## src/uies_pkg.sv

```systemverilog
// constants for the uart interrupt enable and status block
package uies_pkg;
  // register byte offsets
  localparam logic [7:0] ADDR_MASK = 8'h00;
  localparam logic [7:0] ADDR_SOURCE = 8'h04;
  localparam logic [7:0] ADDR_CTRL = 8'h08;
  localparam logic [7:0] ADDR_LINE = 8'h0C;
  localparam logic [7:0] ADDR_MODEM = 8'h10;
  localparam logic [7:0] ADDR_RXHOLD = 8'h14;
  localparam logic [7:0] ADDR_TXHOLD = 8'h18;
  // reset values
  localparam logic [7:0] MASK_RST = 8'h00;
  localparam logic [5:0] CTRL_RST = 6'h00;
  // mask bit positions
  localparam int MB_RXD = 0;
  localparam int MB_TXR = 1;
  localparam int MB_LINE = 2;
  localparam int MB_MODEM = 3;
  localparam int MB_SLEEP = 4;
  localparam int MB_XOFF = 5;
  localparam int MB_RTS = 6;
  localparam int MB_CTS = 7;
  // enhanced-gated mask bits
  localparam logic [7:0] MASK_ENH = 8'hF0;
  // control bit positions
  localparam int CB_FIFO = 0;
  localparam int CB_ENH = 1;
  localparam int CB_RS485 = 2;
  localparam int CB_ERRNOW = 3;
  localparam int CB_ARTS = 4;
  localparam int CB_ACTS = 5;
  // source codes, bits 5:0
  localparam logic [5:0] SRC_LINE = 6'h06;
  localparam logic [5:0] SRC_TOUT = 6'h0C;
  localparam logic [5:0] SRC_RXD = 6'h04;
  localparam logic [5:0] SRC_TXR = 6'h02;
  localparam logic [5:0] SRC_MODEM = 6'h00;
  localparam logic [5:0] SRC_XOFF = 6'h10;
  localparam logic [5:0] SRC_FLOW = 6'h20;
  localparam logic [5:0] SRC_NONE = 6'h01;
  localparam logic [1:0] FIFO_ON_BITS = 2'h3;
  // receive time-out: four characters plus twelve bits
  localparam logic [2:0] TOUT_CHARS = 3'h4;
  localparam logic [6:0] TOUT_BITS = 7'h0C;
  // fifo depth field width
  localparam int LVL_W = 7;
endpackage : uies_pkg

```

## src/uies_top.sv

```systemverilog
// interrupt enable, prioritised source and line state logic of one uart channel
//
// Added by the designer: the APB slave port and the register offsets.
`timescale 1ns/1ps

module uies_top (
  // clock and reset
  input wire logic clk,
  input wire logic arst_n,
  // apb slave
  input wire logic psel,
  input wire logic penable,
  input wire logic pwrite,
  input wire logic [7:0] paddr,
  input wire logic [31:0] pwdata,
  output logic [31:0] prdata,
  output logic pready,
  output logic pslverr,
  // receiver side
  input wire logic rx_push,
  input wire logic [uies_pkg::LVL_W-1:0] rx_level,
  input wire logic [uies_pkg::LVL_W-1:0] rx_trigger,
  input wire logic [7:0] rx_head_data,
  input wire logic [2:0] rx_head_err,
  input wire logic rx_any_err,
  input wire logic rx_overrun,
  input wire logic rx_err_push,
  input wire logic bit_tick,
  input wire logic [3:0] char_bits,
  output logic rx_pop,
  // transmitter side
  input wire logic [uies_pkg::LVL_W-1:0] tx_level,
  input wire logic [uies_pkg::LVL_W-1:0] tx_trigger,
  input wire logic tx_shifter_empty,
  output logic tx_push,
  output logic [7:0] tx_data,
  // modem and flow control
  input wire logic [3:0] modem_delta,
  input wire logic [3:0] modem_lines,
  input wire logic cts_n_pin,
  input wire logic rts_n_level,
  input wire logic xoff_match,
  input wire logic xon_match,
  input wire logic special_match,
  // status out
  output logic fifo_en,
  output logic sleep_en,
  output logic irq
);
  import uies_pkg::*;

  function automatic logic hit(input logic [7:0] a, input logic [7:0] off);
    hit = (a == off);
  endfunction : hit

  logic [31:0] prdata_ff;
  logic [7:0] mask_ff, tx_data_ff;
  logic [6:0] tout_cnt_ff;
  logic [5:0] ctrl_ff, code_ff;
  logic [3:0] modem_ff;
  logic [2:0] cts_sync_ff;
  logic irq_ff, data_ready_ff, overrun_ff, line_int_ff, txr_int_ff, tout_int_ff;
  logic xoff_int_ff, spec_int_ff, rts_int_ff, cts_int_ff, cts_n_ff, rts_n_ff;
  logic txr_cond_ff, shift_empty_ff, defer_chk_ff;

  logic setup_ph, access, wr_acc, rd_acc, mapped, enh;
  logic rd_line, rd_modem, rd_rxhold, rd_source, wr_txhold, wr_mask;
  logic rxd_cond, txr_cond, all_empty, cts_rise, rts_rise;
  logic [7:0] nxt_mask, mask_eff, line_state, source_val, pend;
  logic [6:0] tout_limit;
  logic [5:0] nxt_code;

  // apb decode; zero wait states, data prepared in setup phase
  assign setup_ph = psel & ~penable;
  assign access = psel & penable;
  assign wr_acc = access & pwrite & mapped;
  assign rd_acc = access & ~pwrite & mapped;
  assign mapped = hit(paddr, ADDR_MASK) | hit(paddr, ADDR_SOURCE) | hit(paddr, ADDR_CTRL)
                | hit(paddr, ADDR_LINE) | hit(paddr, ADDR_MODEM) | hit(paddr, ADDR_RXHOLD)
                | hit(paddr, ADDR_TXHOLD);
  assign pready = access;
  assign pslverr = access & ~mapped;
  assign prdata = prdata_ff;

  assign rd_line = rd_acc & hit(paddr, ADDR_LINE);
  assign rd_modem = rd_acc & hit(paddr, ADDR_MODEM);
  assign rd_rxhold = rd_acc & hit(paddr, ADDR_RXHOLD);
  assign rd_source = rd_acc & hit(paddr, ADDR_SOURCE);
  assign wr_txhold = wr_acc & hit(paddr, ADDR_TXHOLD);
  assign wr_mask = wr_acc & hit(paddr, ADDR_MASK);

  assign rx_pop = rd_rxhold;
  assign tx_push = wr_txhold;
  assign tx_data = tx_data_ff;

  assign enh = ctrl_ff[CB_ENH];
  assign fifo_en = ctrl_ff[CB_FIFO];
  // upper mask bits act only with the enhanced enable set
  assign mask_eff = enh ? mask_ff : (mask_ff & ~MASK_ENH);
  assign sleep_en = mask_eff[MB_SLEEP];
  assign irq = irq_ff;

  // enhanced bits keep their value when written without the enhanced enable
  assign nxt_mask = enh ? pwdata[7:0]
                  : ((pwdata[7:0] & ~MASK_ENH) | (mask_ff & MASK_ENH));

  always_ff @(posedge clk or negedge arst_n) begin
    if (!arst_n) begin
      mask_ff <= MASK_RST;
    end else if (wr_mask) begin
      mask_ff <= nxt_mask;
    end
  end

  always_ff @(posedge clk or negedge arst_n) begin
    if (!arst_n) begin
      ctrl_ff <= CTRL_RST;
    end else if (wr_acc && hit(paddr, ADDR_CTRL)) begin
      ctrl_ff <= pwdata[5:0];
    end
  end

  always_ff @(posedge clk or negedge arst_n) begin
    if (!arst_n) begin
      tx_data_ff <= 8'h00;
    end else if (wr_txhold) begin
      tx_data_ff <= pwdata[7:0];
    end
  end

  // line state word
  assign all_empty = (tx_level == '0) & tx_shifter_empty;
  assign line_state = {rx_any_err, all_empty, (tx_level == '0), rx_head_err,
                       overrun_ff, data_ready_ff};

  // receive data ready: set by a push, cleared once the fifo runs dry
  always_ff @(posedge clk or negedge arst_n) begin
    if (!arst_n) begin
      data_ready_ff <= 1'b0;
    end else if (rx_push) begin
      data_ready_ff <= 1'b1;
    end else if (rx_level == '0) begin
      data_ready_ff <= 1'b0;
    end
  end

  always_ff @(posedge clk or negedge arst_n) begin
    if (!arst_n) begin
      overrun_ff <= 1'b0;
    end else if (rx_overrun) begin
      overrun_ff <= 1'b1;
    end else if (rd_line) begin
      overrun_ff <= 1'b0;
    end
  end

  // after a pop the next head byte's error shows one cycle later
  always_ff @(posedge clk or negedge arst_n) begin
    if (!arst_n) begin
      defer_chk_ff <= 1'b0;
    end else begin
      defer_chk_ff <= rd_rxhold;
    end
  end

  // line status source; the event wins over a clearing read
  always_ff @(posedge clk or negedge arst_n) begin
    if (!arst_n) begin
      line_int_ff <= 1'b0;
    end else if (rx_overrun
                 || (ctrl_ff[CB_ERRNOW] && rx_err_push)
                 || (!ctrl_ff[CB_ERRNOW] && defer_chk_ff && rx_head_err != 3'h0)) begin
      line_int_ff <= 1'b1;
    end else if (rd_line) begin
      line_int_ff <= 1'b0;
    end
  end

  // receive data condition is a level, no latching
  assign rxd_cond = fifo_en ? (rx_level >= rx_trigger) : (rx_level != '0);

  // transmit ready condition; rs485 direction waits for a drained shifter
  assign txr_cond = ctrl_ff[CB_RS485] ? all_empty
                  : (fifo_en ? ((tx_level < tx_trigger) || (tx_level == '0))
                             : (tx_level == '0));

  always_ff @(posedge clk or negedge arst_n) begin
    if (!arst_n) begin
      txr_cond_ff <= 1'b0;
      shift_empty_ff <= 1'b0;
    end else begin
      txr_cond_ff <= txr_cond;
      shift_empty_ff <= tx_shifter_empty;
    end
  end

  always_ff @(posedge clk or negedge arst_n) begin
    if (!arst_n) begin
      txr_int_ff <= 1'b0;
    end else if ((txr_cond && !txr_cond_ff)
                 || (wr_mask && pwdata[MB_TXR] && !mask_ff[MB_TXR] && txr_cond)) begin
      txr_int_ff <= 1'b1;
    end else if (wr_txhold || (rd_source && code_ff == SRC_TXR)) begin
      txr_int_ff <= 1'b0;
    end
  end

  // time-out: restarted by any fifo activity, counts bit times while data waits
  assign tout_limit = 7'(7'(TOUT_CHARS) * 7'(char_bits)) + TOUT_BITS;

  always_ff @(posedge clk or negedge arst_n) begin
    if (!arst_n) begin
      tout_cnt_ff <= 7'h00;
    end else if (rx_push || rd_rxhold || !fifo_en || rx_level == '0) begin
      tout_cnt_ff <= 7'h00;
    end else if (bit_tick && tout_cnt_ff != tout_limit) begin
      tout_cnt_ff <= tout_cnt_ff + 7'h01;
    end
  end

  always_ff @(posedge clk or negedge arst_n) begin
    if (!arst_n) begin
      tout_int_ff <= 1'b0;
    end else if (bit_tick && fifo_en && rx_level != '0 && !rx_push && !rd_rxhold
                 && tout_cnt_ff == tout_limit - 7'h01) begin
      tout_int_ff <= 1'b1;
    end else if (rd_rxhold) begin
      tout_int_ff <= 1'b0;
    end
  end

  // modem change bits, sticky until the modem state read
  always_ff @(posedge clk or negedge arst_n) begin
    if (!arst_n) begin
      modem_ff <= 4'h0;
    end else begin
      modem_ff <= (rd_modem ? 4'h0 : modem_ff) | modem_delta;
    end
  end

  // xoff and special character sources
  always_ff @(posedge clk or negedge arst_n) begin
    if (!arst_n) begin
      xoff_int_ff <= 1'b0;
    end else if (xoff_match) begin
      xoff_int_ff <= 1'b1;
    end else if (xon_match || (rd_source && code_ff == SRC_XOFF)) begin
      xoff_int_ff <= 1'b0;
    end
  end

  always_ff @(posedge clk or negedge arst_n) begin
    if (!arst_n) begin
      spec_int_ff <= 1'b0;
    end else if (special_match) begin
      spec_int_ff <= 1'b1;
    end else if (rx_push || (rd_source && code_ff == SRC_XOFF)) begin
      spec_int_ff <= 1'b0;
    end
  end

  // cts pin crosses in; the second and third stages must agree
  always_ff @(posedge clk or negedge arst_n) begin
    if (!arst_n) begin
      cts_sync_ff <= 3'b111; // idle level of the pin, so no false rise after reset
    end else begin
      cts_sync_ff <= {cts_sync_ff[1:0], cts_n_pin};
    end
  end

  always_ff @(posedge clk or negedge arst_n) begin
    if (!arst_n) begin
      cts_n_ff <= 1'b1;
      rts_n_ff <= 1'b1;
    end else begin
      if (cts_sync_ff[1] == cts_sync_ff[2]) begin
        cts_n_ff <= cts_sync_ff[2];
      end
      rts_n_ff <= rts_n_level;
    end
  end

  assign cts_rise = (cts_sync_ff[1] == cts_sync_ff[2]) & cts_sync_ff[2] & ~cts_n_ff;
  assign rts_rise = rts_n_level & ~rts_n_ff;

  always_ff @(posedge clk or negedge arst_n) begin
    if (!arst_n) begin
      rts_int_ff <= 1'b0;
    end else if (rts_rise && ctrl_ff[CB_ARTS]) begin
      rts_int_ff <= 1'b1;
    end else if (rd_modem) begin
      rts_int_ff <= 1'b0;
    end
  end

  always_ff @(posedge clk or negedge arst_n) begin
    if (!arst_n) begin
      cts_int_ff <= 1'b0;
    end else if (cts_rise && ctrl_ff[CB_ACTS]) begin
      cts_int_ff <= 1'b1;
    end else if (rd_modem) begin
      cts_int_ff <= 1'b0;
    end
  end

  // masked pending sources, index is priority level minus one
  assign pend[0] = line_int_ff & mask_eff[MB_LINE];
  assign pend[1] = tout_int_ff & mask_eff[MB_RXD];
  assign pend[2] = rxd_cond & mask_eff[MB_RXD];
  assign pend[3] = txr_int_ff & mask_eff[MB_TXR];
  assign pend[4] = (modem_ff != 4'h0) & mask_eff[MB_MODEM];
  assign pend[5] = (xoff_int_ff | spec_int_ff) & mask_eff[MB_XOFF];
  assign pend[6] = (rts_int_ff & mask_eff[MB_RTS])
                 | (cts_int_ff & mask_eff[MB_CTS]);
  assign pend[7] = 1'b0;

  // only the most urgent source is reported
  always_comb begin
    nxt_code = SRC_NONE;
    if (pend[0]) begin
      nxt_code = SRC_LINE;
    end else if (pend[1]) begin
      nxt_code = SRC_TOUT;
    end else if (pend[2]) begin
      nxt_code = SRC_RXD;
    end else if (pend[3]) begin
      nxt_code = SRC_TXR;
    end else if (pend[4]) begin
      nxt_code = SRC_MODEM;
    end else if (pend[5]) begin
      nxt_code = SRC_XOFF;
    end else if (pend[6]) begin
      nxt_code = SRC_FLOW;
    end
  end

  assign source_val = {(fifo_en ? FIFO_ON_BITS : 2'b00), nxt_code};

  // the code seen by software is frozen at setup so the clearing read
  // acts on the source it returned, not on one raised in between
  always_ff @(posedge clk or negedge arst_n) begin
    if (!arst_n) begin
      code_ff <= SRC_NONE;
    end else if (setup_ph && hit(paddr, ADDR_SOURCE)) begin
      code_ff <= nxt_code;
    end
  end

  always_ff @(posedge clk or negedge arst_n) begin
    if (!arst_n) begin
      irq_ff <= 1'b0;
    end else begin
      irq_ff <= (pend != 8'h00);
    end
  end

  always_ff @(posedge clk or negedge arst_n) begin
    if (!arst_n) begin
      prdata_ff <= 32'h0000_0000;
    end else if (setup_ph && !pwrite) begin
      prdata_ff <= 32'h0000_0000;
      if (hit(paddr, ADDR_MASK)) begin
        prdata_ff[7:0] <= mask_eff;
      end else if (hit(paddr, ADDR_SOURCE)) begin
        prdata_ff[7:0] <= source_val;
      end else if (hit(paddr, ADDR_CTRL)) begin
        prdata_ff[5:0] <= ctrl_ff;
      end else if (hit(paddr, ADDR_LINE)) begin
        prdata_ff[7:0] <= line_state;
      end else if (hit(paddr, ADDR_MODEM)) begin
        prdata_ff[7:0] <= {modem_lines, modem_ff};
      end else if (hit(paddr, ADDR_RXHOLD)) begin
        prdata_ff[7:0] <= rx_head_data;
      end
    end
  end
endmodule : uies_top

```

## config.mk

```make
export PLATFORM = sky130hd
export DESIGN_NAME = uies_top
export DESIGN_NICKNAME = d
export VERILOG_FILES = /design/src/uies_pkg.sv /design/src/uies_top.sv
export SDC_FILE = /design/constraint.sdc
export NUM_CORES = 1
export LEC_CHECK = 0
export ABC_AREA = 1
export BUFFER_PORTS_ARGS = -buffer_cell sky130_fd_sc_hd__clkbuf_2
export CORE_MARGIN = 2
export CORE_UTILIZATION = 45
export DETAILED_ROUTE_END_ITERATION = 16
export HOLD_SLACK_MARGIN = 0.03
export PLACE_DENSITY = 0.73
export SLEW_MARGIN = 20
export SYNTH_ARGS = -nofsm -noshare
export SYNTH_HDL_FRONTEND = slang
export SYNTH_SLANG_ARGS = --single-unit
```

## constraint.sdc

```tcl
create_clock -name clk -period 4.7 [get_ports clk]
set_input_delay 1.175 -clock clk [delete_from_list [all_inputs] [get_ports clk]]
set_output_delay 1.175 -clock clk [all_outputs]
set_load 0.01 [all_outputs]
```

# Word-level counts from Yosys, hierarchy flattened
# Index checks and enable logic that the tools add are counted.
# Widths: inputs -> output; s select.
[totals] elab_cells=171 output_inout_bits=47 regBits=64
[classes] n_lt_le_gt_ge=2 n_bitwise=40 mux=39 n_reduce_logical=54 n_eq_ne=11 add_sub_neg=3
[ops] cell="$mux 8" n=7
[ops] cell="$mux 6" n=8
[ops] cell="$and 1x1->1" n=25
[ops] cell="$eq 8x5->1 const B" n=3
[ops] cell="$logic_and 1x1->1" n=20
[ops] cell="$reduce_bool 2->1" n=10
[ops] cell="$mux 1" n=19
[ops] cell="$eq 8x4->1 const B" n=2
[ops] cell="$logic_not 7->1" n=2
[ops] cell="$mux 7" n=2
[ops] cell="$logic_or 1x1->1" n=10
[ops] cell="$eq 8x3->1 const B" n=1
[ops] cell="$logic_not 8->1" n=1
[ops] cell="$or 1x1->1" n=8
[ops] cell="$or 4x8->8" n=1
[ops] cell="$reduce_bool 8->1" n=1
[ops] cell="$add 6x4->7 const B" n=1
[ops] cell="$add 7x1->7 const B" n=1
[ops] cell="$eq 7x7->1" n=1
[ops] cell="$ge 7x7->1" n=1
[ops] cell="$logic_not 1->1" n=7
[ops] cell="$lt 7x7->1" n=1
[ops] cell="$ne 7x7->1" n=1
[ops] cell="$reduce_bool 7->1" n=1
[ops] cell="other kinds (10)" n=15

# Depth between registers and ports, before layout
# Gate-level depths: netlist of run 1.
[depth] ltp_word=14 depth_mapped=15 mapped_depth_nobuf=15

# Worst setup path before layout of run 1
# Ideal clock, no wire load.
[synth_path] kind="input-to-output" from="input port paddr[1]" to="output port tx_push" setup_slack_ns=1.387 stages=10 t_arrival_ns=2.138 t_required_ns=3.525 path_cell_list="nor2_4 inv_2 nor2_2 nand2_2 nand3_4 nand2_2 inv_2 nand2_2 buf_2 inv_1"
[synth_between] elab_chain_len=9
[synth_rtl] element="start: declaration" line="uies_top.sv:14" source="input wire logic [7:0] paddr,"
[synth_rtl] element="$eq 8x3->1 or $logic_not 8->1 (tied branches)" line="uies_top.sv:53" source="hit = (a == off);"
[synth_rtl] element="$or 1x1->1 (2 in series)" line="uies_top.sv:78" source="assign mapped = hit(paddr, ADDR_MASK) | hit(paddr, ADDR_SOURCE) | hit(paddr, ADDR_CTRL)"
[synth_rtl] element="$or 1x1->1 (3 in series)" line="uies_top.sv:79" source="| hit(paddr, ADDR_LINE) | hit(paddr, ADDR_MODEM) | hit(paddr, ADDR_RXHOLD)"
[synth_rtl] element="$or 1x1->1" line="uies_top.sv:80" source="| hit(paddr, ADDR_TXHOLD);"
[synth_rtl] element="$and 1x1->1" line="uies_top.sv:76" source="assign wr_acc = access & pwrite & mapped;"
[synth_rtl] element="$and 1x1->1 *" line="uies_top.sv:89" source="assign wr_txhold = wr_acc & hit(paddr, ADDR_TXHOLD);"
[synth_rtl] element="end: declaration" line="uies_top.sv:35" source="output logic tx_push,"
# Mark *: on every way between the ends. The rest lies on a longest branch, timed or not.

# Worst setup path after layout of run 1
# Same ends and word-level chain as after synthesis.

==> impl_metrics.yaml, run 1 <==
place:
  hpwl_mm: 8.14
  numPortBuffers: 105
  routabilityCongestion: 0.936
  dp.cells: 766
  dp_slack_ps: 1100
layout:
  fin_util: 0.535
  fillers: 873
  multiInputGateArea_um2: 2100
  antenna_cells: 0
  instances_no_fill: 782
  syn_to_final_growth_pct: 17.2
  drive_above_1_share: 0.246
  ff_latch_area_um2: 1610
  fin_nets: 793
clock_network:
  clk_path_buf_depth: 2
  cts_hold_buf: 0
  numClockSinks: 64
  cts.clk_slew.worst_paths_ps: 60
  insertion_delay_ps: 350
  cts_setup_buffers: 0
  root_buffer: "clkbuf_8"
  numCtsBuffers: 9
  htree_levels: 3
  cts_resized: 0
  tritoncts: "yes"
routing:
  wl_per_cell_um: 12.7
  vias: 3803
  route.detailed.drc: 0
  vias_per_cell: 4.86
  ant_nets: 0
  drt-initial-drc-count: 214
  wl_mm: 9.94
  drt-pass1-iter-count: 5
timing:
  tns_ps: 0
  setup_viol_count_final: 0
  timing.fmax_mhz: 279
  clock_skew_ps: 11.8
  hold_viol: 0
  period_share: 0.763
  fin_ws_ps: 1110
  rsz0062_at_grt: "false"
  slew_headroom: 0.439
  worst_slew_pin_slew_ps: 842
  fin_hold_ws_ps: 357
  fin_crit_ps: 3590
  drv_slew: 0
critical_path:
  worst_setup_path_start_kind: "input port"
  worstPathRequired_ps: 3520
  rr_endpoint: "tout_cnt_ff[0]"
  path_class: "in -> out"
  regToRegSetupSlack_ps: 3060
  worst_setup_path_end_kind: "primary output"
  timing.rr.start: "tout_cnt_ff[0]"
  rr_worst_depth: 10
  path_max_fanout: 18
  cp.arrival_ps: 2410
grt:
  grt_max_degree: 36
  antenna_found_initial: 0
  grt_pass1_vias: 3552
  groute.usage.overall: 0.207
  grt-ovfl-total: 0
  grt_pass1_wl_mm: 16.3
worst_hold_path:
  hold_end: "cts_sync_ff[1]"
  min_delay_path_depth: 0
  worstHoldStart: "cts_sync_ff[0]"
  min_path_type: "reg -> reg"
power:
  ir_drop_uv: 147
  p_leak_nw: 2.70
  pwr_density_cell_nw_per_um2: 234
floorplan:
  die_area_um2: 10000
  die_width_um: 100
  ios: 154
  rows: 35
  die_y_um: 100
  core_um2: 9110
  initial_core_util: 0.456
logic_synthesis:
  syn_area_per_cell_um2: 7.46
  yosysTopAreaCellShare: 0.349
  synthesis.instances: 557
  ys_types: 39
  synth_top_cell_by_area: "dfrtp_1"
  synth_edf_count: 0
  seq_area_frac_synth: 0.387
  ys_warn_count: 0
  yosysMostFrequentCell: "nand2_1"
  synthFlopType: "dfrtp_1"
  synth-async-reset-ratio: 1.00
  ys_seq_elements: 64
  netlist_top_cells_count: "141 x nand2_1, 71 x inv_1, 58 x dfrtp_1"
  synth.area.top_cells: "dfrtp_1 35%, nand2_1 13%, inv_1 6.4%, ha_1 6.0%, nand3_1 4.3%"
  syn_area_um2: 4160
run_status:
  status: "complete, no violations"
flow_run:
  maxCapViolCount: 0
==> critical path, stage by stage <==
cell	delay (ps)
clkbuf_2	100
nor2_4	160
inv_2	50
nor2_2	110
nand2_2	100
nand3_4	110
nand2_2	90
inv_2	70
nand2_2	200
inv_1	110
clkbuf_2	130
==> layout make-up <==
cell class / count / share of cell area
clock inverter: 3 / 0.00385
tap: 111 / 0.0285
timing repair buffer: 106 / 0.109
multi-input combinational: 401 / 0.431
inverter: 84 / 0.0647
sequential: 64 / 0.330
clock buffer: 13 / 0.0326
==> state kept, by name, summed over array words and instances (netlist names), 3 cells and up <==
| register | cells |
|---|---|
| code_ff | 6 |
| ctrl_ff | 6 |
| cts_sync_ff | 3 |
| mask_ff | 8 |
| modem_ff | 4 |
| prdata | 8 |
| tout_cnt_ff | 7 |
| tx_data | 8 |
==> per-layer routing <==
metal / track usage / vias up / wire (µm)
met5: 0 / - / 0
met4: 0.0875 / 0 / 338
met3: 0.0474 / 26 / 610
met2: 0.317 / 128 / 4460
met1: 0.284 / 1699 / 4540
li1: - / 1950 / -
==> metrics by stage <==
step / total power (W) / instance area, µm²
after detailed placement: 0.000727 / 4700
after global routing: 0.00120 / 4870
after floorplan: 0.000671 / 4240
final: 0.00114 / 4870
after global placement: 0.000723 / 4700
after CTS: 0.00115 / 4870
==> report_power, final <==
part | internal (W) | switching (W) | total (W)
clock | 0.000220 | 0.000204 | 0.000424
sequential | 0.000562 | 0.00000482 | 0.000567
combinational | 0.0000596 | 0.0000902 | 0.000150
total | 0.000841 | 0.000299 | 0.00114
==> worst max path at each step <==
| stage | slack [ps] | end | depth (start not counted) | startpoint |
|---|---|---|---|---|
| 5_1_grt | 1000 | tx_push | 11 | paddr[7] |
| 4_1_cts | 1100 | tx_push | 11 | paddr[1] |
| 6_report | 1110 | tx_push | 11 | paddr[1] |
| 3_5_place_dp | 1100 | tx_push | 11 | paddr[1] |
| 3_3_place_gp | 1130 | tx_push | 11 | paddr[1] |
| 2_1_floorplan | 1390 | tx_push | 10 | paddr[1] |
==> placed cells by master, fill, tap and decap left out, drive strengths merged <==
| cell | Yosys | final |
|---|---|---|
| nor3 | 5 | 5 |
| clkinv | 0 | 3 |
| or2 | 4 | 4 |
| conb | 1 | 24 |
| o31ai | 1 | 1 |
| inv | 84 | 84 |
| xor2 | 6 | 6 |
| nand4 | 10 | 10 |
| nand2 | 147 | 147 |
| a22o | 1 | 1 |
| nor2 | 58 | 58 |
| o211ai | 3 | 3 |
| o22a | 1 | 1 |
| nand3b | 7 | 7 |
| nand3 | 38 | 38 |
| a21o | 1 | 1 |
| clkbuf | 1 | 118 |
| o21bai | 5 | 5 |
| ha | 20 | 20 |
| dfrtp | 58 | 58 |
| buf | 30 | 1 |
| a21oi | 20 | 20 |
| o21ai | 41 | 41 |
| dfstp | 6 | 6 |
| nor4 | 1 | 1 |
| xnor2 | 3 | 3 |
| nor3b | 2 | 2 |
| o21a | 1 | 1 |
| a31o | 2 | 2 |
==> kinds of logic (layout without fill, tap and decap cells) <==
family          after synthesis  after routing  synth area share
xor+xnor                      9              9            0.0190
compound gates               76             76             0.103
other cells                   1             24          0.000902
simple gates                272            272             0.302
flops                        64             64             0.387
buf+inv                     115            206             0.129
fa+ha+maj                    20             20            0.0602
(Power assumes the default switching activity.)
==> run 2: changes to the inputs <==
==> constraint.sdc (replaced) <==
create_clock -name clk -period 3.4 [get_ports clk]
set_input_delay 0.85 -clock clk [delete_from_list [all_inputs] [get_ports clk]]
set_output_delay 0.85 -clock clk [all_outputs]
set_load 0.01 [all_outputs]
==> impl_metrics.yaml, run 2 (synthesis results as in run 1) <==
run_status:
  status: "complete, no violations"
layout:
  final_common_cell: "nand2_1"
  final_cell_mix: "141 x nand2_1, 105 x clkbuf_2, 71 x inv_1"
  antenna_cells: 0
  syn_to_final_growth_pct: 18.4
  fin_nets: 796
  fin_area_um2: 4920
  drive_above_1_share: 0.252
clock_network:
  root_buffer: "clkbuf_8"
  cts_setup_buffers: 0
  cts_hold_buf: 0
  numCtsBuffers: 9
  tritoncts: "yes"
  htree_levels: 3
  insertion_delay_ps: 340
  cts_resized: 0
  numClockSinks: 64
  clk_path_buf_depth: 2
  cts.clk_slew.worst_paths_ps: 70
critical_path:
  worst_setup_path_end_kind: "primary output"
  cp.arrival_ps: 1970
  worst_setup_path_start_kind: "input port"
  worstPathRequired_ps: 2550
  timing.rr.start: "tout_cnt_ff[0]"
  regToRegSetupSlack_ps: 1730
  rr_endpoint: "tout_cnt_ff[2]"
  path_max_fanout: 6
  rr_worst_depth: 10
  path_class: "in -> out"
grt:
  groute.usage.overall: 0.212
  antenna_found_initial: 0
  grt_pass1_vias: 3597
  grt_max_degree: 25
  grt_pass1_wl_mm: 16.7
  grt-ovfl-total: 0
routing:
  route.detailed.drc: 0
  ant_nets: 0
  vias: 3854
  wl_mm: 10.0
  drt-initial-drc-count: 243
  drt-pass1-iter-count: 4
  wl_per_cell_um: 12.8
  vias_per_cell: 4.91
floorplan:
  die_width_um: 100
  die_area_um2: 10000
  initial_core_util: 0.456
  core_um2: 9110
  ios: 154
  rows: 35
  die_y_um: 100
timing:
  rsz0062_at_grt: "false"
  slew_headroom: 0.612
  period_share: 0.829
  worst_slew_pin_slew_ps: 581
  tns_ps: 0
  hold_viol: 0
  drv_slew: 0
  setup_viol_count_final: 0
  clock_skew_ps: 7.26
  fin_ws_ps: 583
  fin_hold_ws_ps: 357
  fin_crit_ps: 2820
  timing.fmax_mhz: 355
place:
  dp_slack_ps: 583
  placed_cell_area_um2: 4720
  numPortBuffers: 105
  hpwl_mm: 8.35
  routabilityCongestion: 0.918
worst_hold_path:
  worstHoldStart: "cts_sync_ff[0]"
  hold_end: "cts_sync_ff[1]"
  min_path_type: "reg -> reg"
  min_delay_path_depth: 0
power:
  ir_drop_uv: 250
  p_leak_nw: 2.72
  power.total_w: 0.00166
  pwr_density_cell_nw_per_um2: 337
flow_run:
  maxCapViolCount: 0
==> run 2: final cells by class <==
class	instances	area, µm²
Clock buffer	10	138
Inverter	84	315
Sequential cell	64	1610
Multi-Input combinational cell	401	2100
Fill cell	905	4190
Tap cell	111	139
Timing Repair Buffer	109	556
Clock inverter	6	67.6
==> run 2: worst max path at each step <==
| stage | startpoint | end | cells after the start | slack [ps] |
|---|---|---|---|---|
| 3_3_place_gp | paddr[1] | rx_pop | 9 | 610 |
| 3_5_place_dp | paddr[3] | rx_pop | 9 | 580 |
| 5_1_grt | paddr[3] | rx_pop | 9 | 490 |
| 6_report | paddr[7] | rx_pop | 9 | 580 |
| 4_1_cts | paddr[3] | rx_pop | 9 | 580 |
| 2_1_floorplan | paddr[1] | tx_push | 10 | 740 |
==> run 2: power by group <==
part / switching [W] / internal [W] / total [W]
clock: 0.000305 / 0.000361 / 0.000665
sequential: 0.00000689 / 0.000776 / 0.000783
combinational: 0.000127 / 0.0000834 / 0.000210
==> run 2: metal layers <==
layer | GRT usage | part of all wire | routed length, µm | up-vias
met3 | 0.0578 | 0.067 | 668 | 11
met5 | 0 | 0 | 0 | -
met1 | 0.282 | 0.44 | 4440 | 1761
met4 | 0.0464 | 0.013 | 127 | 0
li1 | - | - | - | 1962
met2 | 0.348 | 0.48 | 4800 | 120
==> run 2: worst max-delay path, cell delays in order <==
cell	delay, ps
clkbuf_2	100
nor2_4	130
inv_2	70
nor2_4	110
nand2_1	100
nand3_4	120
nand3_4	130
nor2_4	180
clkbuf_2	160
==> run 2: per-stage QoR <==
step / instances / utilization
finish: 785 / 0.541
detailed placement: 769 / 0.518
floorplan: 580 / -
global route: 785 / 0.541
CTS: 785 / 0.541
global placement: 769 / 0.518
